**src/wdt_pkg.sv**
```systemverilog
package wdt_pkg;
  // clock rates, used to check that the oscillator can be sampled
  localparam int unsigned CORE_CLK_HZ = 10_000_000;
  localparam int unsigned OSC_CLK_HZ = 128_000;
  localparam int unsigned OSC_CORE_CYCLES = CORE_CLK_HZ / OSC_CLK_HZ;
  // register location on the core i/o space
  localparam logic [5:0] CTRL_ADDR = 6'h31;
  localparam logic [7:0] CTRL_RESET = 8'h00;
  // field positions in the control register
  localparam int unsigned BIT_IRQ_FLAG = 7;
  localparam int unsigned BIT_IRQ_EN = 6;
  localparam int unsigned BIT_PERIOD_TOP = 5;
  localparam int unsigned BIT_RST_EN = 3;
  localparam int unsigned BIT_PERIOD_LO = 0;
  // protected write window length in instruction cycles
  localparam logic [2:0] UNLOCK_WINDOW = 3'h4;
  // period encoding
  localparam int unsigned CNT_W = 20;
  localparam logic [3:0] PERIOD_MAX_CODE = 4'h9;
  localparam logic [CNT_W-1:0] BASE_CYCLES_M1 = 20'h007FF;

  // last count value before expiry; reserved codes act as the longest
  function automatic logic [CNT_W-1:0] period_last(input logic [3:0] code);
    logic [3:0] c;
    c = (code > PERIOD_MAX_CODE) ? PERIOD_MAX_CODE : code;
    period_last = (BASE_CYCLES_M1 << c) | ((20'h00001 << c) - 20'h00001);
  endfunction : period_last
endpackage : wdt_pkg

```
**src/wdt_prescale_counter.sv**
```systemverilog
`timescale 1ns/100ps
module wdt_prescale_counter
  import wdt_pkg::*;
#(
  parameter int unsigned WIDTH = CNT_W
) (
  input wire logic core_clk_in,
  input wire logic resetn_in,
  input wire logic tick_in,
  input wire logic clear_in,
  input wire logic [3:0] period_in,
  output logic expire_out,
  output logic [WIDTH-1:0] count_out
);
  // the period table is built for one width only
  if (WIDTH != CNT_W) begin : g_bad_width
    $error("counter width must match period table");
  end

  // last value for the selected period
  logic [WIDTH-1:0] last;
  assign last = period_last(period_in);

  // oscillator cycle counter, cleared on restart or disable
  always_ff @(posedge core_clk_in or negedge resetn_in) begin
    if (!resetn_in) begin
      count_out <= '0;
    end else if (clear_in) begin
      count_out <= '0;
    end else if (tick_in) begin
      // wraps at expiry so the next period starts afresh
      count_out <= (count_out >= last) ? '0 : count_out + 1'b1;
    end
  end

  // expiry is a one-cycle pulse in the cycle after the tick that ends the period
  always_ff @(posedge core_clk_in or negedge resetn_in) begin
    if (!resetn_in) begin
      expire_out <= 1'b0;
    end else begin
      expire_out <= tick_in && !clear_in && (count_out >= last);
    end
  end

  property p_expire_at_last;
    @(posedge core_clk_in) disable iff (!resetn_in)
    (tick_in && !clear_in && count_out == last) |=> expire_out;
  endproperty
  a_expire_at_last: assert property (p_expire_at_last)
    else $error("period end did not expire");
endmodule : wdt_prescale_counter

```
**src/watchdog_timer_unit.sv**
```systemverilog
// Contract
// - count a dedicated 128 kHz oscillator
// - restart instruction clears the counter
// - disable or device reset clears counter
// - reset mode time-out requests system reset
// - fuse picks level one or two
// - level one enables freely by writing one
// - level two always on, enable reads one
// - level two period change needs unlock
// - interrupt mode time-out sets the flag
// - vector or writing one clears flag
// - request needs flag, enable and global enable
// - enable bits select mode; fuse forces reset
// - combined mode vector drops to reset-only
// - unserviced second time-out resets in combined
// - watchdog reset flag forces reset enable
// - codes double 2048 cycles; upper reserved
// - period top bit 5, low bits 2:0
// - keeps running in every sleep mode
// - reset request lasts one core cycle
// - watchdog reset flag set, cleared properly
`timescale 1ns/100ps
module watchdog_timer_unit
  import wdt_pkg::*;
(
  input wire logic core_clk_in,
  input wire logic resetn_in,
  input wire logic por_resetn_in,
  input wire logic osc_clk_in,
  input wire logic watchdog_always_on_fuse_in,
  input wire logic restart_in,
  input wire logic unlock_sig_in,
  input wire logic [5:0] io_addr_in,
  input wire logic io_wr_in,
  input wire logic io_rd_in,
  input wire logic [7:0] io_wdata_in,
  input wire logic irq_ack_in,
  input wire logic global_irq_en_in,
  input wire logic reset_flag_clear_in,
  output logic [7:0] io_rdata_out,
  output logic irq_out,
  output logic sys_reset_req_out,
  output logic watchdog_caused_reset_flag_out
);
  // the oscillator is sampled, so the core must be well above it
  if (OSC_CORE_CYCLES < 4) begin : g_slow_core
    $error("core clock too slow for oscillator");
  end

  // control register fields
  logic timeout_irq_flag; // sticky time-out flag
  logic timeout_irq_enable; // interrupt enable
  logic timeout_reset_enable; // stored reset enable
  logic [3:0] period_select; // time-out code

  // derived state
  logic fuse; // level two when set
  logic rst_en_eff; // reset enable as seen by logic and reads
  logic wdt_enabled; // counter allowed to run
  logic ctrl_wr; // write to the control register
  logic ctrl_rd; // read of the control register
  logic win_open; // unlock window open
  logic [2:0] win_cnt; // remaining instruction cycles of the window
  logic prot_wr; // control write inside the window
  logic mode_irq_only; // interrupt mode
  logic mode_combined; // interrupt then reset mode
  logic mode_reset; // reset on time-out
  logic expire; // one-cycle time-out pulse
  logic [CNT_W-1:0] count; // counter value, watched only
  logic osc_sync1; // first synchroniser stage
  logic osc_sync2; // second synchroniser stage
  logic osc_prev; // previous synchronised level
  logic osc_tick; // one pulse per oscillator cycle
  logic next_flag; // next value of the time-out flag

  assign fuse = watchdog_always_on_fuse_in;
  // the reset flag holds reset enable up so a failing loop keeps resetting
  assign rst_en_eff = timeout_reset_enable | fuse
                    | watchdog_caused_reset_flag_out;
  assign ctrl_wr = io_wr_in && (io_addr_in == CTRL_ADDR);
  assign ctrl_rd = io_rd_in && (io_addr_in == CTRL_ADDR);
  assign win_open = (win_cnt != 3'h0);
  assign prot_wr = ctrl_wr && win_open;

  // mode decode; with the fuse programmed only reset mode exists
  assign mode_irq_only = !fuse && !rst_en_eff && timeout_irq_enable;
  assign mode_combined = !fuse && rst_en_eff && timeout_irq_enable;
  assign mode_reset = fuse || (rst_en_eff && !timeout_irq_enable);
  assign wdt_enabled = fuse || rst_en_eff || timeout_irq_enable;

  // oscillator level into the core domain: two flops, then edge detect
  always_ff @(posedge core_clk_in or negedge resetn_in) begin
    if (!resetn_in) begin
      osc_sync1 <= 1'b0;
      osc_sync2 <= 1'b0;
      osc_prev <= 1'b0;
    end else begin
      osc_sync1 <= osc_clk_in;
      osc_sync2 <= osc_sync1;
      osc_prev <= osc_sync2;
    end
  end
  // sleep does not gate this path; the counter keeps ticking
  assign osc_tick = osc_sync2 && !osc_prev;

  // prescaled counter of oscillator cycles
  wdt_prescale_counter #(
    .WIDTH(CNT_W)
  ) u_counter (
    .core_clk_in(core_clk_in),
    .resetn_in(resetn_in),
    .tick_in(osc_tick),
    .clear_in(restart_in || !wdt_enabled),
    .period_in(period_select),
    .expire_out(expire),
    .count_out(count)
  );

  // unlock window: four instruction cycles, closed by one protected write
  always_ff @(posedge core_clk_in or negedge resetn_in) begin
    if (!resetn_in) begin
      win_cnt <= 3'h0;
    end else if (unlock_sig_in) begin
      win_cnt <= UNLOCK_WINDOW;
    end else if (prot_wr) begin
      win_cnt <= 3'h0;
    end else if (win_open) begin
      win_cnt <= win_cnt - 3'h1;
    end
  end

  // reset enable bit
  always_ff @(posedge core_clk_in or negedge resetn_in) begin
    if (!resetn_in) begin
      timeout_reset_enable <= 1'b0;
    end else if (ctrl_wr && !fuse) begin
      if (io_wdata_in[BIT_RST_EN]) begin
        timeout_reset_enable <= 1'b1;
      end else if (win_open && !watchdog_caused_reset_flag_out) begin
        // clearing is protected and blocked while the reset flag stands
        timeout_reset_enable <= 1'b0;
      end
    end
    // at level two the written enable value is ignored
  end

  // period bits: free at level one, protected at level two
  always_ff @(posedge core_clk_in or negedge resetn_in) begin
    if (!resetn_in) begin
      period_select <= 4'h0;
    end else if (ctrl_wr && (!fuse || win_open)) begin
      period_select <= {io_wdata_in[BIT_PERIOD_TOP],
                        io_wdata_in[BIT_PERIOD_LO+2:BIT_PERIOD_LO]};
    end
  end

  // interrupt enable: software write, hardware clear on combined vector
  always_ff @(posedge core_clk_in or negedge resetn_in) begin
    if (!resetn_in) begin
      timeout_irq_enable <= 1'b0;
    end else if (irq_ack_in && mode_combined) begin
      // vector drops to reset-only; software must re-arm later
      timeout_irq_enable <= 1'b0;
    end else if (ctrl_wr) begin
      timeout_irq_enable <= io_wdata_in[BIT_IRQ_EN];
    end
  end

  // time-out flag: hardware set wins over vector or write-one clear
  always_comb begin
    next_flag = timeout_irq_flag;
    if (irq_ack_in) begin
      next_flag = 1'b0;
    end
    if (ctrl_wr && io_wdata_in[BIT_IRQ_FLAG]) begin
      next_flag = 1'b0;
    end
    if (expire && (mode_irq_only || mode_combined)) begin
      next_flag = 1'b1;
    end
  end

  always_ff @(posedge core_clk_in or negedge resetn_in) begin
    if (!resetn_in) begin
      timeout_irq_flag <= 1'b0;
    end else begin
      timeout_irq_flag <= next_flag;
    end
  end

  // system reset request; combined mode resets only on an unserviced flag
  always_ff @(posedge core_clk_in or negedge resetn_in) begin
    if (!resetn_in) begin
      sys_reset_req_out <= 1'b0;
    end else begin
      // a single core cycle, the cycle after the expiry pulse
      sys_reset_req_out <= expire && (mode_reset
                           || (mode_combined && timeout_irq_flag));
    end
  end

  // watchdog reset flag survives system reset; power-on or reset_flag_clear_in clears it
  always_ff @(posedge core_clk_in or negedge por_resetn_in) begin
    if (!por_resetn_in) begin
      watchdog_caused_reset_flag_out <= 1'b0;
    end else if (sys_reset_req_out) begin
      watchdog_caused_reset_flag_out <= 1'b1;
    end else if (reset_flag_clear_in) begin
      watchdog_caused_reset_flag_out <= 1'b0;
    end
  end

  // interrupt request to the core
  assign irq_out = timeout_irq_flag && timeout_irq_enable
                   && global_irq_en_in;

  // registered read data; other addresses read as zero
  always_ff @(posedge core_clk_in or negedge resetn_in) begin
    if (!resetn_in) begin
      io_rdata_out <= CTRL_RESET;
    end else if (ctrl_rd) begin
      io_rdata_out <= {timeout_irq_flag, timeout_irq_enable,
                       period_select[3], 1'b0, rst_en_eff,
                       period_select[2:0]};
    end else begin
      io_rdata_out <= 8'h00;
    end
  end

  // checks
  property p_reset_one_cycle;
    @(posedge core_clk_in) disable iff (!resetn_in)
    sys_reset_req_out |=> !sys_reset_req_out;
  endproperty
  a_reset_one_cycle: assert property (p_reset_one_cycle)
    else $error("reset request longer than one cycle");

  property p_watchdog_caused_reset_flag_after_reset;
    @(posedge core_clk_in) disable iff (!por_resetn_in)
    sys_reset_req_out |=> watchdog_caused_reset_flag_out;
  endproperty
  a_watchdog_caused_reset_flag_after_reset: assert property (p_watchdog_caused_reset_flag_after_reset)
    else $error("reset flag not set after watchdog reset");

  property p_reset_in_reset_mode;
    @(posedge core_clk_in) disable iff (!resetn_in)
    (expire && mode_reset) |=> sys_reset_req_out;
  endproperty
  a_reset_in_reset_mode: assert property (p_reset_in_reset_mode)
    else $error("no reset on time-out in reset mode");

  property p_combined_second;
    @(posedge core_clk_in) disable iff (!resetn_in)
    (expire && mode_combined && timeout_irq_flag) |=> sys_reset_req_out;
  endproperty
  a_combined_second: assert property (p_combined_second)
    else $error("unserviced time-out did not reset");

  property p_flag_on_timeout;
    @(posedge core_clk_in) disable iff (!resetn_in)
    (expire && mode_irq_only) |=> timeout_irq_flag && !sys_reset_req_out;
  endproperty
  a_flag_on_timeout: assert property (p_flag_on_timeout)
    else $error("interrupt mode time-out lost");

  property p_ack_clears;
    @(posedge core_clk_in) disable iff (!resetn_in)
    (irq_ack_in && !expire) |=> !timeout_irq_flag;
  endproperty
  a_ack_clears: assert property (p_ack_clears)
    else $error("vector did not clear flag");

  property p_level2_reads_one;
    @(posedge core_clk_in) disable iff (!resetn_in)
    (ctrl_rd && fuse) |=> io_rdata_out[BIT_RST_EN];
  endproperty
  a_level2_reads_one: assert property (p_level2_reads_one)
    else $error("reset enable read zero at level two");

  property p_period_locked;
    @(posedge core_clk_in) disable iff (!resetn_in)
    (fuse && !win_open) |=> $stable(period_select);
  endproperty
  a_period_locked: assert property (p_period_locked)
    else $error("period changed without unlock");

  property p_restart_clears;
    @(posedge core_clk_in) disable iff (!resetn_in)
    restart_in |=> (count == '0);
  endproperty
  a_restart_clears: assert property (p_restart_clears)
    else $error("restart did not clear counter");

  property p_disabled_idle;
    @(posedge core_clk_in) disable iff (!resetn_in)
    !wdt_enabled |=> (count == '0) && !sys_reset_req_out;
  endproperty
  a_disabled_idle: assert property (p_disabled_idle)
    else $error("disabled watchdog still counting");

  // level two never sets the flag, so no request can appear there
  property p_irq_gate;
    @(posedge core_clk_in) disable iff (!resetn_in)
    irq_out |-> timeout_irq_flag && timeout_irq_enable
                && global_irq_en_in && !fuse;
  endproperty
  a_irq_gate: assert property (p_irq_gate)
    else $error("interrupt request without all enables");

  property p_window_closes;
    @(posedge core_clk_in) disable iff (!resetn_in)
    (prot_wr && !unlock_sig_in) |=> !win_open;
  endproperty
  a_window_closes: assert property (p_window_closes)
    else $error("unlock window survived a protected write");

  property p_level1_enable_free;
    @(posedge core_clk_in) disable iff (!resetn_in)
    (ctrl_wr && !fuse && io_wdata_in[BIT_RST_EN]) |=> rst_en_eff;
  endproperty
  a_level1_enable_free: assert property (p_level1_enable_free)
    else $error("enable write ignored at level one");

  property p_vector_drops_combined;
    @(posedge core_clk_in) disable iff (!resetn_in)
    (irq_ack_in && mode_combined && !expire)
      |=> !timeout_irq_enable && !timeout_irq_flag;
  endproperty
  a_vector_drops_combined: assert property (p_vector_drops_combined)
    else $error("combined vector did not drop to reset only");

  property p_flag_w1_clears;
    @(posedge core_clk_in) disable iff (!resetn_in)
    (ctrl_wr && io_wdata_in[BIT_IRQ_FLAG] && !expire) |=> !timeout_irq_flag;
  endproperty
  a_flag_w1_clears: assert property (p_flag_w1_clears)
    else $error("writing one did not clear the flag");
endmodule : watchdog_timer_unit

```
**config.mk**
```make
export PLATFORM = sky130hd
export DESIGN_NAME = watchdog_timer_unit
export DESIGN_NICKNAME = d
export VERILOG_FILES = /design/src/wdt_pkg.sv /design/src/wdt_prescale_counter.sv /design/src/watchdog_timer_unit.sv
export SDC_FILE = /design/constraint.sdc
export NUM_CORES = 1
export LEC_CHECK = 0
export ABC_CLOCK_PERIOD_IN_PS = 3600
export BUFFER_PORTS_ARGS = -buffer_cell sky130_fd_sc_hd__buf_4
export CAP_MARGIN = 15
export CORE_MARGIN = 2
export CORE_UTILIZATION = 50
export CTS_BUF_LIST = sky130_fd_sc_hd__clkbuf_2 sky130_fd_sc_hd__clkbuf_4 sky130_fd_sc_hd__clkbuf_8
export CTS_CLUSTER_SIZE = 28
export DETAILED_ROUTE_END_ITERATION = 16
export HOLD_SLACK_MARGIN = 0.05
export PLACE_DENSITY = 0.71
export SLEW_MARGIN = 10
export SYNTH_ARGS = -nofsm -noshare
export SYNTH_HDL_FRONTEND = slang
export SYNTH_SLANG_ARGS = --single-unit
```
**constraint.sdc**
```tcl
create_clock -name core_clk_in -period 3.6 [get_ports core_clk_in]
set_input_delay 0.72 -clock core_clk_in [delete_from_list [all_inputs] [get_ports core_clk_in]]
set_output_delay 0.72 -clock core_clk_in [all_outputs]
set_load 0.05 [all_outputs]
```
==> flow_summary.ini <==
[clock_network]
insertion_delay_ps = 300
cts_tree = built
cts_sinks = 43
post-cts-setup-buffer-count = 0
ctsHoldBuffers = 0
post_cts_resized = 0
clock_path_buffers = 2
numCtsBuffers = 5
root_buffer = clkbuf_8
clkTransAtPathRegs_ps = 80
cts_max_level = 2

[sta]
tns_ps = 0
tightestPinTransition_ps = 539
min_period_ps = 3300
rsz0062_at_grt = false
drv_slew = 0
slew_headroom_pct = 64.0
fin_crit_sh_pct = 91.7
final-hold-violation-count = 0
max_freq_ghz = 0.303
skew_ps = 8.76
setup_viol_count_final = 0

[die]
ios = 37
start_util_pct = 52.2
row_count = 26
fp.dieH_um = 77.5
die_area_um2 = 6010
die_x_um = 77.5
core_area_um2 = 5170

[drt]
detail-route-antenna-nets = 0
wl_um = 5930
dr.pass1.iters = 4
wl_per_cell_um = 15.4
num_vias = 2224
via_per_inst = 5.78
route.detailed.drc = 0
drt_iter0_markers = 119

[setup_path]
worstPathRequired_ps = 3780
end_kind = flop
crit_buf_inv = 1
cp_top_family = simple AND/OR/NAND/NOR gates
path_max_fanout = 14
reg2reg_from = period_select[0]
slowest_stage = nor2_4
cp-start-kind = flop
crit_start = period_select[0]
cp_slowest_stage_delay_ps = 400
worstSetupPathType = reg2reg
cp_cell_sequence = or2_2 -> or3_1 -> ha_1 -> a211oi_1 -> ha_1 -> o21ai_0 -> nor2_1 -> a2111oi_4 -> nor2_4 -> nor2_4 -> buf_4 -> a221o_1
crit_arrival_ps = 3490

[grt]
grt_max_degree = 43
grt_pass1_vias = 2111
grt_pass1_wl_um = 10100
antenna_found_initial = 0
grt.overflow.total = 0
track_usage_pct = 21.1

[synthesis]
synth_area_leaders = dfrtp_1 40%, ha_1 11%, nand2_1 3.5%
syn_inst = 274
synth_edf_count = 0
avgSynthCellArea_um2 = 9.86
async_reset_ff_share_pct = 100
synth_most_common_cell = dfrtp_1
syn_area_um2 = 2700
synth.distinct_cells = 55
synth_ff_type = dfrtp_1
synth_top_area_share_pct = 39.8
yosys-top-cells-count = 43 x dfrtp_1, 25 x nand2_1, 23 x ha_1, 21 x nor2_1
ys_warn_count = 0
seq_area_frac_synth_pct = 39.8
ys_ff_latch = 43
post-synth-top-area-cell = dfrtp_1

[placement]
port_buffers = 34
gp_congestion = 0.830
dpl-instance-area_um2 = 3040
dpl.hpwl_um = 4330

[finish]
layout-drive-gt1-share_pct = 21.0
multi_input_area_um2 = 1530
design_area_um2 = 3180
area_growth_pct = 17.6
antenna_cells = 0
final_core_util_pct = 61.4
seq_area_um2 = 1080
fillers = 422
layout.nets = 363

[pwr]
pwr-share-comb_pct = 21.1
p_clk_share_pct = 36.6
swShare_pct = 28.1
switching_power_w = 0.000354
p_int_w = 0.000908
power.ir.vdd_worst_v = 0.000200
power_leakage_nw = 1.57
power.total_w = 0.00126
power.density_nw_per_um2 = 397
seqPwrFrac_pct = 42.3

[flow_run]
drv_cap = 0

[min_path]
hold_class = in2async

[status]
status = complete, no violations
[worst paths after layout]
check                                                 end  slack (ps)  cells past startpoint
setup / recovery                   u_counter.count_out[3]         300                     12
hold / removal             watchdog_caused_reset_flag_out         170                      1
setup reg to reg                   u_counter.count_out[3]         300                     12
hold reg to reg                                 osc_sync2         360                      0
max in group asynchronous         u_counter.count_out[16]        2830                      1
min in group core_clk_in                        osc_sync2         360                      0
[cell type report]
cell class,count,share of cell area [%]
multi-input combinational,213,48.2
sequential,43,33.9
timing repair buffer,41,9.69
tap,70,2.76
clock buffer,6,2.40
clock inverter,2,1.89
inverter,10,1.18
[state kept, by name (all words and copies together), names as in the netlist, 3 cells and up]
register,count
u_counter.count_out,20
io_rdata_out,7
period_select,4
win_cnt,3
[power by group through the flow]
stage,Clock [W],Combinational (W),Sequential (W)
floorplan,0,0.000191,0.000532
global placement,0,0.000253,0.000542
detailed placement,0,0.000265,0.000543
CTS,0.000469,0.000269,0.000534
global route,0.000489,0.000308,0.000539
finish,0.000461,0.000267,0.000534
[metal layers]
metal	wire (µm)	track usage, %
met1	2820	29.6
met2	2820	33.3
met3	233	4.07
met4	61	5.89
met5	0	0
[cells by family (layout without fill, tap and decap cells)]
| kind of cell | after synthesis | count (layout) | synth area share (%) |
|---|---|---|---|
| AOI/OAI and AO/OA | 60 | 60 | 17.9 |
| xor gates and xnor gates | 1 | 1 | 0.324 |
| adders and majority gates | 23 | 23 | 10.7 |
| buffers and inverters | 24 | 59 | 4.54 |
| DFF | 43 | 43 | 39.8 |
| muxes | 4 | 4 | 1.67 |
| other | 1 | 7 | 0.139 |
| and+or+nand+nor | 118 | 118 | 25.0 |
[through the flow]
step                cells  hold WS (ps)  worst slack, ps
finish                385           173              297
CTS                   385           165              276
floorplan             280           331              489
detailed placement    377           342              307
global placement      377           344              362
global route          385           155             54.3
[layout by cell type, fill, tap and decap left out, drive strengths merged, types with 5 or more instances in the layout]
| cell type | n |
|---|---|
| conb | 7 |
| nor4b | 5 |
| dfrtp | 43 |
| a21oi | 13 |
| and3 | 11 |
| nor4 | 5 |
| nand2 | 26 |
| nor2 | 24 |
| nor2b | 5 |
| nand3 | 8 |
| a221o | 9 |
| nand4 | 8 |
| a22o | 7 |
| o21ai | 7 |
| ha | 23 |
| nor3 | 13 |
| clkbuf | 6 |
| buf | 41 |
| a41o | 5 |
| inv | 10 |
[worst reg2reg max path: stages, from the launching register on]
cell and delay [ps]:
dfrtp_1 380, or2_2 320, or3_1 340, ha_1 250, a211oi_1 300, ha_1 240, o21ai_0 90, nor2_1 180
a2111oi_4 90, nor2_4 400, nor2_4 80, buf_4 190, a221o_1 330
No activity file was read; power rests on OpenSTA's default activity.
